[src/ucqsc_defs.svh]
// Behaviour
// [RULE1] Queue status register is meaningful only in host mode; reads zero in device mode.
// [RULE2] Software accesses the queue status register only with full 32-bit word transfers.
// [RULE3] Top queue entry is a seven-bit field; its upper four bits hold the channel.
// [RULE4] Entry type code: 00 token, 01 zero-length OUT, 11 channel halt.
// [RULE5] Lowest entry bit flags the last queued request for its channel.
// [RULE6] Eight-bit free queue entry count, zero means full, ranges zero to eight.
// [RULE7] Sixteen-bit free FIFO word count, zero means full, never above configured depth.
// [RULE8] Queue status register resets to 0x00080200.
// [RULE9] Bus voltage ignore bit forces voltage valid and stops sensing the pin.
// [RULE10] A configuration bit enables the start-of-frame pulse output.
// [RULE11] Independent bits enable the B-side and A-side voltage comparators.
// [RULE12] A configuration bit switches embedded PHY power on.
// [RULE13] Configuration register resets to all zeros.
// [RULE14] Core identifier word is fully writable and readable by software.
// [RULE15] Software keeps the FIFO depth between 1 and 1024 words.
// [RULE16] Free counts drop on pushes and rise as the core consumes entries.
`ifndef UCQSC_DEFS_SVH
`define UCQSC_DEFS_SVH
`define UCQSC_OFF_QSTAT      8'h2C
`define UCQSC_OFF_CFG        8'h38
`define UCQSC_OFF_CID        8'h3C
`define UCQSC_QSTAT_RESET    32'h0008_0200
`define UCQSC_CFG_RESET      32'h0000_0000
`define UCQSC_CID_RESET      32'h5A5A_0001 // Arbitrary value
`define UCQSC_CFG_MASK       32'h003D_0000
`define UCQSC_BIT_VBUSIGN    21
`define UCQSC_BIT_FRAMEOUT   20
`define UCQSC_BIT_BCOMP      19
`define UCQSC_BIT_ACOMP      18
`define UCQSC_BIT_PHYPWR     16
`define UCQSC_QUEUE_DEPTH    8'h08
`define UCQSC_FIFO_DEPTH     16'h0200
`define UCQSC_FIFO_DEPTH_MAX 16'h0400
`endif

[src/ucqsc_pkg.sv]
`default_nettype none
package ucqsc_pkg;
  typedef enum logic [1:0] {
    UCQSC_REQ_TOKEN = 2'h0,
    UCQSC_REQ_ZLP   = 2'h1,
    UCQSC_REQ_RSVD  = 2'h2,
    UCQSC_REQ_HALT  = 2'h3
  } ucqsc_req_t;
endpackage
`default_nettype wire

[src/ucqsc_usb_core_queue_status_config.sv]
// Implementation choice: the strobed register port.
`include "ucqsc_defs.svh"
`default_nettype none
module ucqsc_usb_core_queue_status_config #(
  parameter logic [3:0]  QDEPTH      = 4'h8,
  parameter logic [15:0] FIFO_DEPTH  = `UCQSC_FIFO_DEPTH,
  parameter logic [31:0] CID_RESET   = `UCQSC_CID_RESET  // Arbitrary value
) (
  // Clock and reset
  input  wire logic        clk,
  input  wire logic        rst,
  // Register port
  input  wire logic [7:0]  regAddr,
  input  wire logic [31:0] regWdata,
  input  wire logic        regWr,
  input  wire logic        regRd,
  output var  logic [31:0] regRdata,
  // Core mode and pins
  input  wire logic        hostMode,
  input  wire logic        vbusPin,
  // Request queue push side (from host channels)
  input  wire logic        reqPush,
  input  wire logic [3:0]  reqChannel,
  input  wire ucqsc_pkg::ucqsc_req_t reqType,
  input  wire logic        reqLast,
  // Request queue consume side (from transmit engine)
  input  wire logic        reqPop,
  // FIFO word accounting
  input  wire logic        wordPush,
  input  wire logic        wordPop,
  // Configuration outputs and queue and FIFO full flags
  output var  logic        vbusValid,
  output var  logic        framePulseEnable,
  output var  logic        bSideComparatorEnable,
  output var  logic        aSideComparatorEnable,
  output var  logic        phyPowerOn,
  output var  logic        queueFull,
  output var  logic        fifoFull
);

  // Request queue storage, seven bits per entry
  logic [6:0]  queueMem [QDEPTH];
  logic [6:0]  queueMemD [QDEPTH];

  // Queue pointers
  logic [2:0]  rdPtr_q;
  logic [2:0]  rdPtr_d;
  logic [2:0]  wrPtr_q;
  logic [2:0]  wrPtr_d;

  // Free entry count
  logic [7:0]  qFree_q;
  logic [7:0]  qFree_d;

  // Free word count
  logic [15:0] fFree_q;
  logic [15:0] fFree_d;

  // Software visible registers
  logic [31:0] cfg_q;
  logic [31:0] cfg_d;
  logic [31:0] cid_q;
  logic [31:0] cid_d;
  logic [31:0] rdata_d;

  // Pin synchroniser
  logic        vbusMeta_q;
  logic        vbusSync_q;

  // Next values of the registered outputs
  logic        vbusValid_d;
  logic        framePulseEnable_d;
  logic        bSideComparatorEnable_d;
  logic        aSideComparatorEnable_d;
  logic        phyPowerOn_d;
  logic        queueFull_d;
  logic        fifoFull_d;

  // Accepted events and decodes
  logic        doPush;
  logic        doPop;
  logic        doWPush;
  logic        doWPop;
  logic        queueEmpty;
  logic        fifoEmpty;
  logic        wrCfg;
  logic        wrCid;

  // Status word assembly
  logic [6:0]  topEntry;
  logic [31:0] statusWord;

  // Next pointer position, wrapping at the queue depth
  function automatic logic [2:0] ptrNext(input logic [2:0] p);
    ptrNext = (p == 3'(QDEPTH - 4'h1)) ? 3'h0 : 3'(p + 3'h1);
  endfunction

  // Register select for one mapped word
  function automatic logic hitReg(input logic [7:0] a, input logic [7:0] off);
    hitReg = (a == off);
  endfunction

  // Free count after a take and a give; both in one cycle cancel out
  function automatic logic [15:0] countNext(input logic [15:0] c, input logic take, input logic give);
    countNext = c;
    if (take && !give) begin
      countNext = c - 16'h0001;
    end else if (give && !take) begin
      countNext = c + 16'h0001;
    end
  endfunction

  // Pushes refused when full, pops refused when empty; no push or pop is taken in device mode
  always_comb begin
    queueEmpty = (qFree_q == 8'(QDEPTH));
    fifoEmpty  = (fFree_q == FIFO_DEPTH);
    doPush     = hostMode && reqPush && (qFree_q != 8'h00);
    doPop      = hostMode && reqPop && !queueEmpty;
    doWPush    = hostMode && wordPush && (fFree_q != 16'h0000);
    doWPop     = hostMode && wordPop && !fifoEmpty;
    wrCfg      = regWr && hitReg(regAddr, `UCQSC_OFF_CFG);
    wrCid      = regWr && hitReg(regAddr, `UCQSC_OFF_CID);
  end

  // Queue entries and pointers
  always_comb begin
    queueMemD = queueMem;
    wrPtr_d   = wrPtr_q;
    rdPtr_d   = rdPtr_q;
    if (doPush) begin
      queueMemD[wrPtr_q] = {reqChannel, reqType, reqLast}; // [RULE3] [RULE4] [RULE5]
      wrPtr_d            = ptrNext(wrPtr_q);
    end
    if (doPop) begin
      rdPtr_d = ptrNext(rdPtr_q);
    end
  end

  always_ff @(posedge clk or posedge rst) begin
    if (rst) begin
      for (int i = 0; i < int'(QDEPTH); i++) begin
        queueMem[i] <= 7'h00;
      end
      wrPtr_q <= 3'h0;
      rdPtr_q <= 3'h0;
    end else begin
      queueMem <= queueMemD;
      wrPtr_q  <= wrPtr_d;
      rdPtr_q  <= rdPtr_d;
    end
  end

  // Free entry count follows pushes and pops
  always_comb begin
    qFree_d = 8'(countNext({8'h00, qFree_q}, doPush, doPop)); // [RULE16] [RULE6]
  end

  always_ff @(posedge clk or posedge rst) begin
    if (rst) begin
      qFree_q <= 8'(`UCQSC_QSTAT_RESET >> 16); // [RULE8]
    end else begin
      qFree_q <= qFree_d;
    end
  end

  // Free word count follows word pushes and pops
  always_comb begin
    fFree_d = countNext(fFree_q, doWPush, doWPop); // [RULE16] [RULE7]
  end

  always_ff @(posedge clk or posedge rst) begin
    if (rst) begin
      fFree_q <= 16'(`UCQSC_QSTAT_RESET); // [RULE8]
    end else begin
      fFree_q <= fFree_d;
    end
  end

  // Configuration word; reserved bits always stay zero
  always_comb begin
    cfg_d = cfg_q;
    if (wrCfg) begin
      cfg_d = regWdata & `UCQSC_CFG_MASK;
    end
  end

  always_ff @(posedge clk or posedge rst) begin
    if (rst) begin
      cfg_q <= `UCQSC_CFG_RESET; // [RULE13]
    end else begin
      cfg_q <= cfg_d;
    end
  end

  // Identifier word, free for software use
  always_comb begin
    cid_d = cid_q;
    if (wrCid) begin
      cid_d = regWdata; // [RULE14]
    end
  end

  always_ff @(posedge clk or posedge rst) begin
    if (rst) begin
      cid_q <= CID_RESET;
    end else begin
      cid_q <= cid_d;
    end
  end

  // Read data; unmapped words and idle cycles read zero
  always_comb begin
    topEntry   = queueEmpty ? 7'h00 : queueMem[rdPtr_q]; // [RULE3]
    statusWord = {1'b0, topEntry, qFree_q, fFree_q}; // [RULE3] [RULE6] [RULE7]
    rdata_d    = 32'h0000_0000;
    if (regRd) begin
      if (hitReg(regAddr, `UCQSC_OFF_QSTAT)) begin
        // Device mode reads zero: contents are not valid there
        rdata_d = hostMode ? statusWord : 32'h0000_0000; // [RULE1]
      end else if (hitReg(regAddr, `UCQSC_OFF_CFG)) begin
        rdata_d = cfg_q;
      end else if (hitReg(regAddr, `UCQSC_OFF_CID)) begin
        rdata_d = cid_q; // [RULE14]
      end
    end
  end

  always_ff @(posedge clk or posedge rst) begin
    if (rst) begin
      regRdata <= 32'h0000_0000;
    end else begin
      regRdata <= rdata_d;
    end
  end

  // Two flops before the pin level is used
  always_ff @(posedge clk or posedge rst) begin
    if (rst) begin
      vbusMeta_q <= 1'b0;
      vbusSync_q <= 1'b0;
    end else begin
      vbusMeta_q <= vbusPin;
      vbusSync_q <= vbusMeta_q;
    end
  end

  // Outputs take next values, so they change at the same edge as the configuration and free count registers
  always_comb begin
    vbusValid_d             = cfg_d[`UCQSC_BIT_VBUSIGN] | vbusSync_q; // [RULE9]
    framePulseEnable_d      = cfg_d[`UCQSC_BIT_FRAMEOUT]; // [RULE10]
    bSideComparatorEnable_d = cfg_d[`UCQSC_BIT_BCOMP]; // [RULE11]
    aSideComparatorEnable_d = cfg_d[`UCQSC_BIT_ACOMP]; // [RULE11]
    phyPowerOn_d            = cfg_d[`UCQSC_BIT_PHYPWR]; // [RULE12]
    queueFull_d             = (qFree_d == 8'h00);
    fifoFull_d              = (fFree_d == 16'h0000);
  end

  always_ff @(posedge clk or posedge rst) begin
    if (rst) begin
      vbusValid             <= 1'b0;
      framePulseEnable      <= 1'b0;
      bSideComparatorEnable <= 1'b0;
      aSideComparatorEnable <= 1'b0;
      phyPowerOn            <= 1'b0;
      queueFull             <= 1'b0;
      fifoFull              <= 1'b0;
    end else begin
      vbusValid             <= vbusValid_d;
      framePulseEnable      <= framePulseEnable_d;
      bSideComparatorEnable <= bSideComparatorEnable_d;
      aSideComparatorEnable <= aSideComparatorEnable_d;
      phyPowerOn            <= phyPowerOn_d;
      queueFull             <= queueFull_d;
      fifoFull              <= fifoFull_d;
    end
  end

endmodule
`default_nettype wire

[config.mk]
export PLATFORM = sky130hd
export DESIGN_NAME = ucqsc_usb_core_queue_status_config
export DESIGN_NICKNAME = d
export VERILOG_FILES = /design/src/ucqsc_pkg.sv /design/src/ucqsc_usb_core_queue_status_config.sv
export VERILOG_INCLUDE_DIRS = /design/src
export SDC_FILE = /design/constraint.sdc
export NUM_CORES = 1
export LEC_CHECK = 0
export BUFFER_PORTS_ARGS = -buffer_cell sky130_fd_sc_hd__buf_2
export CAP_MARGIN = 20
export CORE_MARGIN = 8
export CORE_UTILIZATION = 40
export CTS_CLUSTER_DIAMETER = 100
export CTS_CLUSTER_SIZE = 10
export DETAILED_ROUTE_END_ITERATION = 10
export GPL_TIMING_DRIVEN = 1
export PLACE_DENSITY_LB_ADDON = 0.08
export SKIP_LAST_GASP = 1
export SYNTH_ARGS = -nofsm -noshare
export SYNTH_HDL_FRONTEND = slang
export SYNTH_SLANG_ARGS = --single-unit
[constraint.sdc]
create_clock -name clk -period 5.54 [get_ports clk]
set_clock_uncertainty 0.2 [all_clocks]
set_input_delay 0.831 -clock clk [delete_from_list [all_inputs] [get_ports clk]]
set_output_delay 0.831 -clock clk [all_outputs]
set_load 0.02 [all_outputs]
After elaboration in Yosys (flattened, before gate mapping)
Index checks and enable logic that the tools add are counted.
{ "word_totals": {"out_inout_bits": 39, "word_cells": 87, "latchBits": 0, "romBits": 0, "ramBits": 0, "input_bits": 57, "n_memories": 0, "regBits": 164} }
{ "op_classes": {"mux": 19, "n_reduce_logical": 25, "n_eq_ne": 7, "n_div": 0, "n_shift": 0, "bitwise_logic": 3, "magnitude_cmp": 3, "addsub": 6, "n_mul": 0} }
{ "op_table": {"columns": ["operator", "n"], "rows": [
  ["2-to-1 mux 32 bit", 4],
  ["bitwise mux 56 bit", 1],
  ["2-to-1 mux 16 bit", 2],
  ["2-to-1 mux 31 bit", 1],
  ["2-to-1 mux 7 bit", 4],
  ["equality test 8 x 6 -> 1 bit (second input constant)", 3],
  ["2-to-1 mux 22 bit", 1],
  ["binary-select mux 7 bit (select 3 bit)", 1],
  ["demux 7 bit (select 3 bit)", 1],
  ["adder 16 x 1 -> 16 bit (second input constant)", 1],
  ["equality test 16 x 10 -> 1 bit (second input constant)", 1],
  ["zero test 16 bit", 1],
  ["2-to-1 mux 8 bit", 2],
  ["nonzero test 16 bit", 1],
  ["subtractor 16 x 1 -> 16 bit (second input constant)", 1],
  ["logical AND 1 bit", 15],
  ["adder 8 x 1 -> 8 bit (second input constant)", 1],
  ["equality test 8 x 4 -> 1 bit (second input constant)", 1],
  [">= comparator 4 bit (second input constant)", 2],
  ["zero test 8 bit", 1],
  ["NOT 3 -> 4 bit", 2],
  ["nonzero test 8 bit", 1],
  ["subtractor 8 x 1 -> 8 bit (second input constant)", 1],
  ["adder 3 x 1 -> 3 bit (second input constant)", 2],
  ["5 further kinds", 12]
]} }

Depth between registers and ports, before layout
Gate-level depths: netlist of run 1.
{ "depth": {"ltp_word": 8, "mapped_depth": 10, "mapped_depth_nobuf": 9} }

Least setup slack after synthesis of run 1
Ideal clock, no wire load.
{ "synth_timing": {"path_kind": "reg-to-reg", "startpoint": "register fFree_q[2]", "endpoint": "register fifoFull", "arrival_ps": 2765, "required_time_ps": 5244, "path_slack_ps": 2479, "setup_time_ps": 96, "n_path_buf": 1, "synth_period_minus_slack_ps": 3061, "path_stages_with_launch": 9, "cell_sequence": "dfrtp_1 -> buf_6 -> nor4_1 -> nand4_2 -> a2111oi_0 -> a22oi_1 -> xnor2_1 -> or2_2 -> nor4_2"} }
{ "synth_between": {"elab_chain_cells": 7, "elab_cells_between_ends": 14, "cone_classes": "2 x add/sub; 1 x eq/ne; 2 x mux; 9 x reduce/logical"} }
{ "synth_rtl": {"columns": ["item", "line_no", "rtl"], "rows": [
  ["start, declared", "ucqsc_usb_core_queue_status_config.sv:56", "logic [15:0] fFree_q;"],
  ["start signal, assigned", "ucqsc_usb_core_queue_status_config.sv:173", "fFree_q <= 16'(`UCQSC_QSTAT_RESET);"],
  ["start signal, assigned", "ucqsc_usb_core_queue_status_config.sv:175", "fFree_q <= fFree_d;"],
  ["parallel branches: the longest is 5 deep, another holds adder 16 x 1 -> 16 bit", null, null],
  ["2-to-1 mux 16 bit (*)", "ucqsc_usb_core_queue_status_config.sv:106", "if (take && !give) begin"],
  ["via fFree_d[5]", "ucqsc_usb_core_queue_status_config.sv:57", "logic [15:0] fFree_d;"],
  ["zero test 16 bit (*)", "ucqsc_usb_core_queue_status_config.sv:255", "fifoFull_d = (fFree_d == 16'h0000);"],
  ["via fifoFull_d", "ucqsc_usb_core_queue_status_config.sv:77", "logic fifoFull_d;"],
  ["end signal, assigned", "ucqsc_usb_core_queue_status_config.sv:274", "fifoFull <= fifoFull_d;"],
  ["end, declared", "ucqsc_usb_core_queue_status_config.sv:38", "output var logic fifoFull"]
]} }
Mark *: on every way through the listed nets, which the timed path passes.
A chain may end at the register's enable or synchronous reset.

Worst setup path in the final report of run 1
Ends and elaborated chain as after synthesis.

==> results of run 1 <==
## routing by layer
layer | vias up | wire length [um] | track usage, %
li1 | 2446 | - | -
met1 | 2687 | 8110 | 20.1
met2 | 156 | 9180 | 26.5
met3 | 31 | 890 | 4.26
met4 | 0 | 364 | 5.41
met5 | - | 0 | 0
## flip-flops by register name (all words and copies together), names as in the netlist
register	flops
regRdata	32
qFree_q	8
wrPtr_q	3
vbusValid	1
vbusMeta_q	1
vbusSync_q	1
queueMem	56
queueFull	1
rdPtr_q	3
cfg_q	5
fFree_q	16
cid_q	32
fifoFull	1
## power by group through the flow
| stage | combinational (uW) | clock, uW | sequential (uW) |
|---|---|---|---|
| floorplan | 919 | 0 | 1630 |
| global placement | 952 | 0 | 1820 |
| detailed placement | 975 | 0 | 1850 |
| CTS | 978 | 1380 | 1830 |
| global route | 1070 | 1430 | 1870 |
| finish | 987 | 1350 | 1820 |
## cell type report
type                            instances  share of cell area (%)
Clock buffer                           17                    4.73
Clock inverter                         15                    2.74
Inverter                               12                   0.556
Multi-Input combinational cell        402                    38.2
Sequential cell                       160                    44.6
Tap cell                              234                    3.25
Timing Repair Buffer                  102                    5.95
## placed cells by master, fill, tap and decap left out, types with 5 or more instances in the layout
master     instances
and3_1             6
xnor2_1           16
bufinv_16          5
xor2_1             6
nand3b_1           5
dfrtp_1          149
a211oi_1           5
o21ai_0            6
ha_1               9
a21oi_1           29
inv_8              5
nor3_1             7
nand4_1            5
buf_2             95
dfstp_2           11
buf_4              6
mux2_2           102
clkbuf_16         17
and2_1             6
nor2b_1           19
nor4_1            13
inv_1             11
a22oi_1           23
nand3_1            8
nor2_1            19
nand2_1           32
mux4_2            14
## through the flow
stage                     hold WS (ns)  cells  total power, uW  instance area (um^2)  util, %
final                            0.152    942             4150                  9000     48.0
after global routing             0.161    942             4370                  9000     48.0
after CTS                        0.153    941             4180                  8990     47.9
after detailed placement         0.136    909             2820                  8320     44.3
after global placement           0.132    909             2770                  8320     44.3
after floorplan                  0.131    608             2540                  7660        -
## critical path, stage by stage (launching register included)
cell and delay, ns:
dfrtp_1 0.50, nor4_1 0.82, nand4_2 0.35, a2111oi_0 0.92, a22oi_1 0.23, xnor2_1 0.18
or2_2 0.29, nor4_2 0.25
## cell families (layout without fill, tap and decap cells)
group / Yosys count / after routing / synth area share (%)
flops: 160 / 160 / 52.5
simple gates: 155 / 155 / 12.0
mux: 118 / 118 / 19.4
compound gates: 98 / 98 / 9.34
buf+inv: 46 / 146 / 2.86
xor+xnor: 22 / 22 / 2.52
fa+ha+maj: 9 / 9 / 1.47
## worst min-delay path by stage
| stage | endpoint | slack, ns | depth (start not counted) |
|---|---|---|---|
| floorplan | vbusSync_q | 0.13 | 0 |
| global placement | vbusSync_q | 0.13 | 0 |
| detailed placement | vbusSync_q | 0.14 | 0 |
| CTS | vbusSync_q | 0.15 | 0 |
| global route | vbusSync_q | 0.16 | 0 |
| finish | vbusSync_q | 0.15 | 0 |
==> summary.md, run 1 <==
| Metric | Value |
|---|---|
| Count of different cell masters after synthesis | `66` |
| Cell Pwr Density | `461 nW/um^2` |
| # fillers | `1687` |
| Worst setup margin | `1.71 ns` |
| Wirelength per Cell | `19.7 um` |
| I/O Pins | `96` |
| Pre-Repair DR Iteration Count | `5` |
| Antenna Nets Post-Route | `0` |
| Buffer count from post-CTS setup fixing | `0` |
| Worst-path fanout max | `10` |
| Main area contributors after synthesis | `dfrtp_1, mux2_2, mux4_2` |
| Area leader, netlist | `dfrtp_1` |
| Sw Ratio | `31.4%` |
| RSZ-0062 raised after global routing | `false` |
| Worst-path clk slew | `0.07 ns` |
| Worst-Skew Late Latency | `0.43 ns` |
| Footprint of the multi-input gates | `3430 um^2` |
| Relative slew slack | `37.7%` |
| Dpl ws | `1.80 ns` |
| Syn Inst Count | `608` |
| Final Hold Viols | `0` |
| Worst path arrival time | `3.96 ns` |
| # H-tree levels | `4` |
| Hold Buf Count CTS | `0` |
| Type of destination of the critical path | `flip-flop` |
| Dpl hpwl | `13.1 mm` |
| Width of the die | `154 um` |
| Reg area | `4020 um^2` |
| Flop pwr share | `43.8%` |
| Reg2reg setup slack | `1.71 ns` |
| Synth top area share | `48.7%` |
| CP Launch Point | `fFree_q[2]` |
| Nets@finish | `761` |
| Most common cell in the netlist | `dfrtp_1` |
| Crit path time final | `3.83 ns` |
| GP Congestion | `0.833` |
| Setup-failing EPs final | `0` |
| N_diodes | `0` |
| Slew Limit Fails | `0` |
| Startpoint Class | `flip-flop` |
| IO Port Bufs | `95` |
| CTS Sinks | `160` |
| First DRT Iteration DRCs | `435` |
| Hold_sp | `vbusMeta_q` |
| Area grow syn2layout | `17.5%` |
| Vias in the first global route | `5433` |
| WS Path Type | `flip-flop to flip-flop` |
| Clock Path Buffers | `2` |
| Total number of vias | `5320` |
| Core box area | `18800 um^2` |
| Net switching power | `1300 uW` |
| Total grt overflow | `0` |
| Hold Path Class | `flip-flop to flip-flop` |
| Num CTS Buffers | `17` |
| Reg-to-reg endpoint | `fifoFull` |
| Internal | `2850 uW` |
| Ys async rst share | `100%` |
| Post-synth EDFFs | `0` |
| Initial core utilization | `40.8%` |
| Largest net degree at the start of global routing | `76` |
| DRC viols | `0` |
| Dominant synthesized flop cell | `dfrtp_1` |
| Status | `complete, no violations` |
| Post-synthesis sequential area ratio | `52.5%` |
| Ratio of cells with drive above 1 in the final layout | `39.8%` |
| Pleak | `0.00415 uW` |
| Synth Net Count | `674` |
| Synth cell count leaders | `dfrtp_1, mux2_2, nand2_1` |
| Die area | `23800 um^2` |
| Setup TNS | `0 ns` |
| Reg-to-reg critical path startpoint | `fFree_q[2]` |
| Vias per cell | `5.65` |
| Comb power frac | `23.8%` |
| CTS tree | `done` |
| Achievable Freq | `261 MHz` |
| Mapped Area | `7660 um^2` |
| Worst vdd ir | `220 uV` |
| First-pass GRT wire length | `30.1 mm` |
| Synth Warn # | `0` |
| Final Routed Wirelength | `18.5 mm` |
| Measured slew at the worst slew-check pin | `0.910 ns` |
| Antenna violations before repair | `0` |
| Gr usage total | `16.1%` |
| WP data required | `5.67 ns` |
| Clock network fraction of total power | `32.4%` |
| Resized Gates After CTS | `0` |
| R2R depth | `7` |
| Std cell rows | `50` |
| Fin crit share | `69.1%` |
| Max-Cap Viols | `0` |
| Die span in y | `154 um` |
| Mean post-synth cell area | `12.6 um^2` |
| Root buf cell | `clkbuf_16` |
| Register bit total from synthesis | `160` |
| CP Capture Point | `fifoFull` |
Power figures use the tool's default switching activity.
==> run 2, diff against run 1 <==
==> constraint.sdc (replaced) <==
create_clock -name clk -period 3.5 [get_ports clk]
set_clock_uncertainty 0.2 [all_clocks]
set_input_delay 0.525 -clock clk [delete_from_list [all_inputs] [get_ports clk]]
set_output_delay 0.525 -clock clk [all_outputs]
set_load 0.02 [all_outputs]
==> run 2 against run 1 <==
  * Count of clock-buffer cells in the layout did not move
  * First-iteration DRC count decreased by 31%
  * Utilization rose by 1.0 points
  * Register-to-register slack lost 1.5 ns
  * Sequential power up 51%
  * Critical path type unchanged
  * Largest power group unchanged
==> summary.md, run 2 (synthesis gave the netlist of run 1 again) <==
| Metric | Value |
|---|---|
| CP cell instances | `inv_1, ha_1, or3b_2, nor4_4, buf_4, a211oi_1, buf_4, o2bb2ai_1, xor2_1, or2_2, nor4_2` |
| Vias per cell | `5.49` |
| Fin crit share | `92.6%` |
| Reg2reg setup slack | `0.26 ns` |
| First-pass GRT wire length | `30.6 mm` |
| Commonest cells after routing, fill and taps aside | `dfrtp_1, mux2_2, buf_2` |
| Slew Limit Fails | `0` |
| Nets@finish | `787` |
| Achievable Freq | `309 MHz` |
| Worst-path clk slew | `0.07 ns` |
| Pleak | `0.00427 uW` |
| Antenna Nets Post-Route | `0` |
| CTS tree | `done` |
| # fillers | `1679` |
| Worst path most repeated cell | `buf_4` |
| Pre-Repair DR Iteration Count | `6` |
| Worst-Skew Late Latency | `0.43 ns` |
| Initial core utilization | `40.8%` |
| Max reg flops | `56` |
| Die area | `23800 um^2` |
| Cell Pwr Density | `711 nW/um^2` |
| WP data required | `3.62 ns` |
| WS Path Type | `flip-flop to flip-flop` |
| Total number of vias | `5310` |
| Area grow syn2layout | `20.0%` |
| Worst vdd ir | `361 uV` |
| Die span in y | `154 um` |
| Std cell rows | `50` |
| Largest net degree at the start of global routing | `88` |
| Wirelength per Cell | `19.2 um` |
| Max-Cap Viols | `0` |
| Relative slew slack | `47.7%` |
| Dpl hpwl | `13.5 mm` |
| Ratio of cells with drive above 1 in the final layout | `41.7%` |
| Finished Cell Area | `9190 um^2` |
| Crit path time final | `3.24 ns` |
| Worst-path fanout max | `8` |
| Num CTS Buffers | `17` |
| Largest regs | `queueMem x56, cid_q x32, regRdata x32` |
| Vias in the first global route | `5767` |
| Cell area after placement | `8530 um^2` |
| Commonest non-fill, non-tap cell in the layout | `dfrtp_1` |
| N_diodes | `0` |
| Largest reg by FF count | `queueMem` |
| Measured slew at the worst slew-check pin | `0.784 ns` |
| Worst path arrival time | `3.37 ns` |
| Final Routed Wirelength | `18.6 mm` |
| Critical path's slowest cell | `or3b_2` |
| Top delay family on crit path | `simple AND/OR/NAND/NOR gates` |
| Reg area | `4020 um^2` |
| Setup TNS | `0 ns` |
| IO Port Bufs | `95` |
| Buffer count from post-CTS setup fixing | `0` |
| Gr usage total | `16.2%` |
| Total grt overflow | `0` |
| RSZ-0062 raised after global routing | `false` |
| Status | `complete, no violations` |
| Core box area | `18800 um^2` |
| DRC viols | `0` |
| Width of the die | `154 um` |
| Setup-failing EPs final | `0` |
| I/O Pins | `96` |
| Antenna violations before repair | `0` |
| WP buf/inv | `3` |
| Root buf cell | `clkbuf_16` |
| First DRT Iteration DRCs | `300` |
| Clock Path Buffers | `2` |
| GP Congestion | `0.904` |
| CTS Sinks | `160` |
| Final Hold Viols | `0` |
| # H-tree levels | `4` |
| Footprint of the multi-input gates | `3430 um^2` |
| Startpoint Class | `flip-flop` |
| Crit-path max cell delay | `0.51 ns` |
| Hold Path Class | `input pin to flip-flop` |
| Type of destination of the critical path | `flip-flop` |
## run 2: changes by cell type in the layout (fill, tap and decap cells not counted), sizes merged
| cell | delta |
|---|---|
| buf | +24 |
| bufinv | -3 |
| clkinv | +2 |
| dlygate4sd3 | +2 |
| clkinvlp | +1 |
## run 2: path summary, 6_finish.rpt
kind	start	endpoint	depth (start not counted)
min in group asynchronous	rst	queueMem[31]	3
max in group asynchronous	rst	queueMem[52]	4
worst min register to register	vbusMeta_q	vbusSync_q	0
worst max-delay path	fFree_q[1]	fifoFull	11
worst min-delay path	regWdata[29]	cid_q[29]	2
worst max register to register	fFree_q[1]	fifoFull	11
## run 2: timing repair
action | in CTS | in global routing
resized for setup | 0 | 1
endpoints found under the hold margin | 20 | 0
endpoints found under the setup margin | 0 | 1
hold buffers | 2 | 0
## run 2: final cells by class
cell class                      count  share of cell area (%)
Sequential cell                   160                    43.7
Inverter                           12                   0.531
Tap cell                          234                    3.18
Multi-Input combinational cell    402                    37.4
Clock inverter                     15                    2.27
Timing Repair Buffer              128                    8.33
Clock buffer                       17                    4.63
## run 2: where the power goes
group | internal [uW] | switching (uW) | leakage (uW)
Combinational | 977 | 836 | 0.00190
Sequential | 2320 | 433 | 0.00206
Clock | 1100 | 865 | 0.000311
## run 2: worst register-to-register path: stages (launching register included)
cell	delay, ns
dfrtp_1	0.38
inv_1	0.11
ha_1	0.22
or3b_2	0.51
nor4_4	0.40
buf_4	0.22
a211oi_1	0.06
buf_4	0.16
o2bb2ai_1	0.13
xor2_1	0.17
or2_2	0.32
nor4_2	0.27
## run 2: stage by stage
step,power (uW),setup WS (ns),util (%),instances,hold slack (ns)
6_report,6540,0.259,49.0,968,0.131
2_1_floorplan,4030,0.439,-,608,0.131
3_5_place_dp,4610,0.328,45.5,934,0.145
5_1_grt,6910,0.0855,49.0,968,0.116
3_3_place_gp,4560,0.317,45.5,934,0.134
4_1_cts,6610,0.283,49.0,968,0.101
## run 2: metal layers
metal | global-route usage, % | up-vias | share of wire, %
met5 | 0 | - | 0
met4 | 6.44 | 0 | 2.2
met3 | 3.79 | 28 | 4.0
met2 | 25.9 | 112 | 48
met1 | 20.8 | 2693 | 46
li1 | - | 2477 | -
==> run 3, diff against run 2 <==
--- a/config.mk
+++ b/config.mk
@@ -8,11 +8,13 @@
 export LEC_CHECK = 0
 export BUFFER_PORTS_ARGS = -buffer_cell sky130_fd_sc_hd__buf_2
 export CAP_MARGIN = 20
+export CORE_ASPECT_RATIO = 0.6
 export CORE_MARGIN = 8
 export CORE_UTILIZATION = 40
 export CTS_CLUSTER_DIAMETER = 100
 export CTS_CLUSTER_SIZE = 10
 export DETAILED_ROUTE_END_ITERATION = 10
+export GPL_ROUTABILITY_DRIVEN = 0
 export GPL_TIMING_DRIVEN = 1
 export PLACE_DENSITY_LB_ADDON = 0.08
 export SKIP_LAST_GASP = 1
==> run 3 against run 2 <==
  * Sequential power up 4%
  * Power down 0.85%
  * Hold slack worse by 0.12 ns
  * Largest power group unchanged
  * Non-clock buffer count down 2
  * Worst setup slack worse by 0.11 ns
  * Utilization down 0.43 points
  * Fmax down 3.4%
  * Final cell count up 1.1%
==> summary.md, run 3 (synthesis gave the netlist of run 1 again) <==
| Metric | Value |
|---|---|
| Num CTS Buffers | `17` |
| Cell depth of the worst setup path | `10` |
| Hold Path Class | `input pin to asynchronous set/reset pin` |
| DRC viols | `0` |
| WS Path Type | `flip-flop to flip-flop` |
| Clock network fraction of total power | `29.5%` |
| Slew Limit Fails | `0` |
| Antenna Nets Post-Route | `0` |
| Sw Ratio | `33.0%` |
| Area grow syn2layout | `19.7%` |
| Die span in y | `123 um` |
| Commonest non-fill, non-tap cell in the layout | `dfrtp_1` |
| # H-tree levels | `4` |
| Total grt overflow | `0` |
| Measured slew at the worst slew-check pin | `0.837 ns` |
| Cell Pwr Density | `707 nW/um^2` |
| Commonest cells after routing, fill and taps aside | `dfrtp_1, mux2_2, buf_2` |
| Status | `complete, no violations` |
| Wirelength per Cell | `21.4 um` |
| Max-Cap Viols | `0` |
| Relative slew slack | `44.2%` |
| Startpoint Class | `flip-flop` |
| Vias per cell | `5.62` |
| Die area | `24000 um^2` |
| CP Launch Point | `fFree_q[1]` |
| Worst-path clk slew | `0.07 ns` |
| Ratio of cells with drive above 1 in the final layout | `41.9%` |
| Top delay family on crit path | `simple AND/OR/NAND/NOR gates` |
| CP cell instances | `inv_1, ha_1, or3b_2, nor4_4, buf_4, a211oi_1, a31oi_2, xnor2_1, or4_1, nor4_2` |
| Crit path time final | `3.36 ns` |
| Pleak | `0.00424 uW` |
| Post-layout util | `48.6%` |
| Reg-to-reg endpoint | `fifoFull` |
| WP data required | `3.63 ns` |
| Net switching power | `2140 uW` |
| Setup TNS | `0 ns` |
| Worst vdd ir | `426 uV` |
| First DRT Iteration DRCs | `554` |
| Initial core utilization | `40.6%` |
| Flop pwr share | `44.0%` |
| Cell area after placement | `8540 um^2` |
| Pre-Repair DR Iteration Count | `5` |
| Finished Cell Area | `9170 um^2` |
| IO Port Bufs | `95` |
| Setup-failing EPs final | `0` |
| Worst path arrival time | `3.49 ns` |
| Reg2reg setup slack | `0.14 ns` |
| WP buf/inv | `2` |
| Largest reg by FF count | `queueMem` |
| Nets@finish | `785` |
| Total number of vias | `5501` |
| Crit-path max cell delay | `0.52 ns` |
| Internal | `4340 uW` |
| Worst-path fanout max | `6` |
| Core box area | `18900 um^2` |
| Width of the die | `195 um` |
| Max reg flops | `56` |
| R2R depth | `10` |
| CP Capture Point | `fifoFull` |
| I/O Pins | `96` |
| Final Hold Viols | `0` |
| Root buf cell | `clkbuf_16` |
| CTS Sinks | `160` |
| CTS tree | `done` |
| Vias in the first global route | `5632` |
| Gr usage total | `18.0%` |
| Type of destination of the critical path | `flip-flop` |
| Worst-Skew Late Latency | `0.43 ns` |
| Reg-to-reg critical path startpoint | `fFree_q[1]` |
| Dpl hpwl | `15.3 mm` |
| Final Routed Wirelength | `20.9 mm` |
| First-pass GRT wire length | `33.1 mm` |
| Critical path's slowest cell | `or3b_2` |
| Clock Path Buffers | `2` |
| RSZ-0062 raised after global routing | `false` |
| Largest net degree at the start of global routing | `67` |
| Fin crit share | `95.9%` |
| Antenna violations before repair | `1` |
| Comb power frac | `26.6%` |
| Achievable Freq | `298 MHz` |
| Largest regs | `queueMem x56, cid_q x32, regRdata x32` |
| Std cell rows | `39` |
==> run 3: repair_timing <==
item / CTS / global route
hold buffers: 1 / 0
gates resized for setup: 0 / 4
hold endpoints to repair: 1 / 0
setup endpoints to repair: 0 / 2
setup buffers: 0 / 0
==> run 3: how the worst min path moves through the flow <==
stage,startpoint,to,slack (ns),cells after the start
floorplan,vbusMeta_q,vbusSync_q,0.13,0
global placement,vbusMeta_q,vbusSync_q,0.14,0
detailed placement,vbusMeta_q,vbusSync_q,0.14,0
CTS,rst,queueMem[48],0.02,2
global route,rst,queueMem[48],0.06,2
finish,rst,queueMem[48],0.02,2
==> run 3: layout make-up <==
class	count	area [um^2]
antenna	1	2.50
clock buffer	18	429
clock inverter	14	165
fill	1714	9720
inverter	12	48.8
multi-input combinational	402	3450
sequential	160	4020
tap	246	308
timing repair buffer	126	748
==> run 3: power by group through the flow <==
stage | Clock (uW) | Sequential [uW] | Combinational, uW
2_1_floorplan | 0 | 2570 | 1450
3_3_place_gp | 0 | 2840 | 1680
3_5_place_dp | 0 | 2870 | 1700
4_1_cts | 1960 | 2840 | 1710
5_1_grt | 2030 | 2920 | 1880
6_report | 1910 | 2850 | 1720
==> run 3: worst reg2reg max path, cell delays in order, from the launching register on <==
cell	delay (ns)
dfrtp_1	0.46
inv_1	0.14
ha_1	0.25
or3b_2	0.52
nor4_4	0.40
buf_4	0.21
a211oi_1	0.05
a31oi_2	0.17
xnor2_1	0.10
or4_1	0.49
nor4_2	0.26
==> run 3: per-layer routing <==
metal	share of wire (%)	track usage (%)
met5	0.072	0
met1	53	27.8
met3	7.4	6.20
met2	39	22.8
met4	1.1	5.37
==> run 3: stage by stage <==
stage          hold WS, ns  worst slack (ns)  instances  total power, uW
5_1_grt             0.0640            0.0172        978             6830
6_report            0.0155             0.144        979             6480
4_1_cts             0.0160             0.143        978             6510
3_3_place_gp         0.141             0.188        945             4520
2_1_floorplan        0.131             0.439        608             4030
3_5_place_dp         0.137             0.173        945             4570
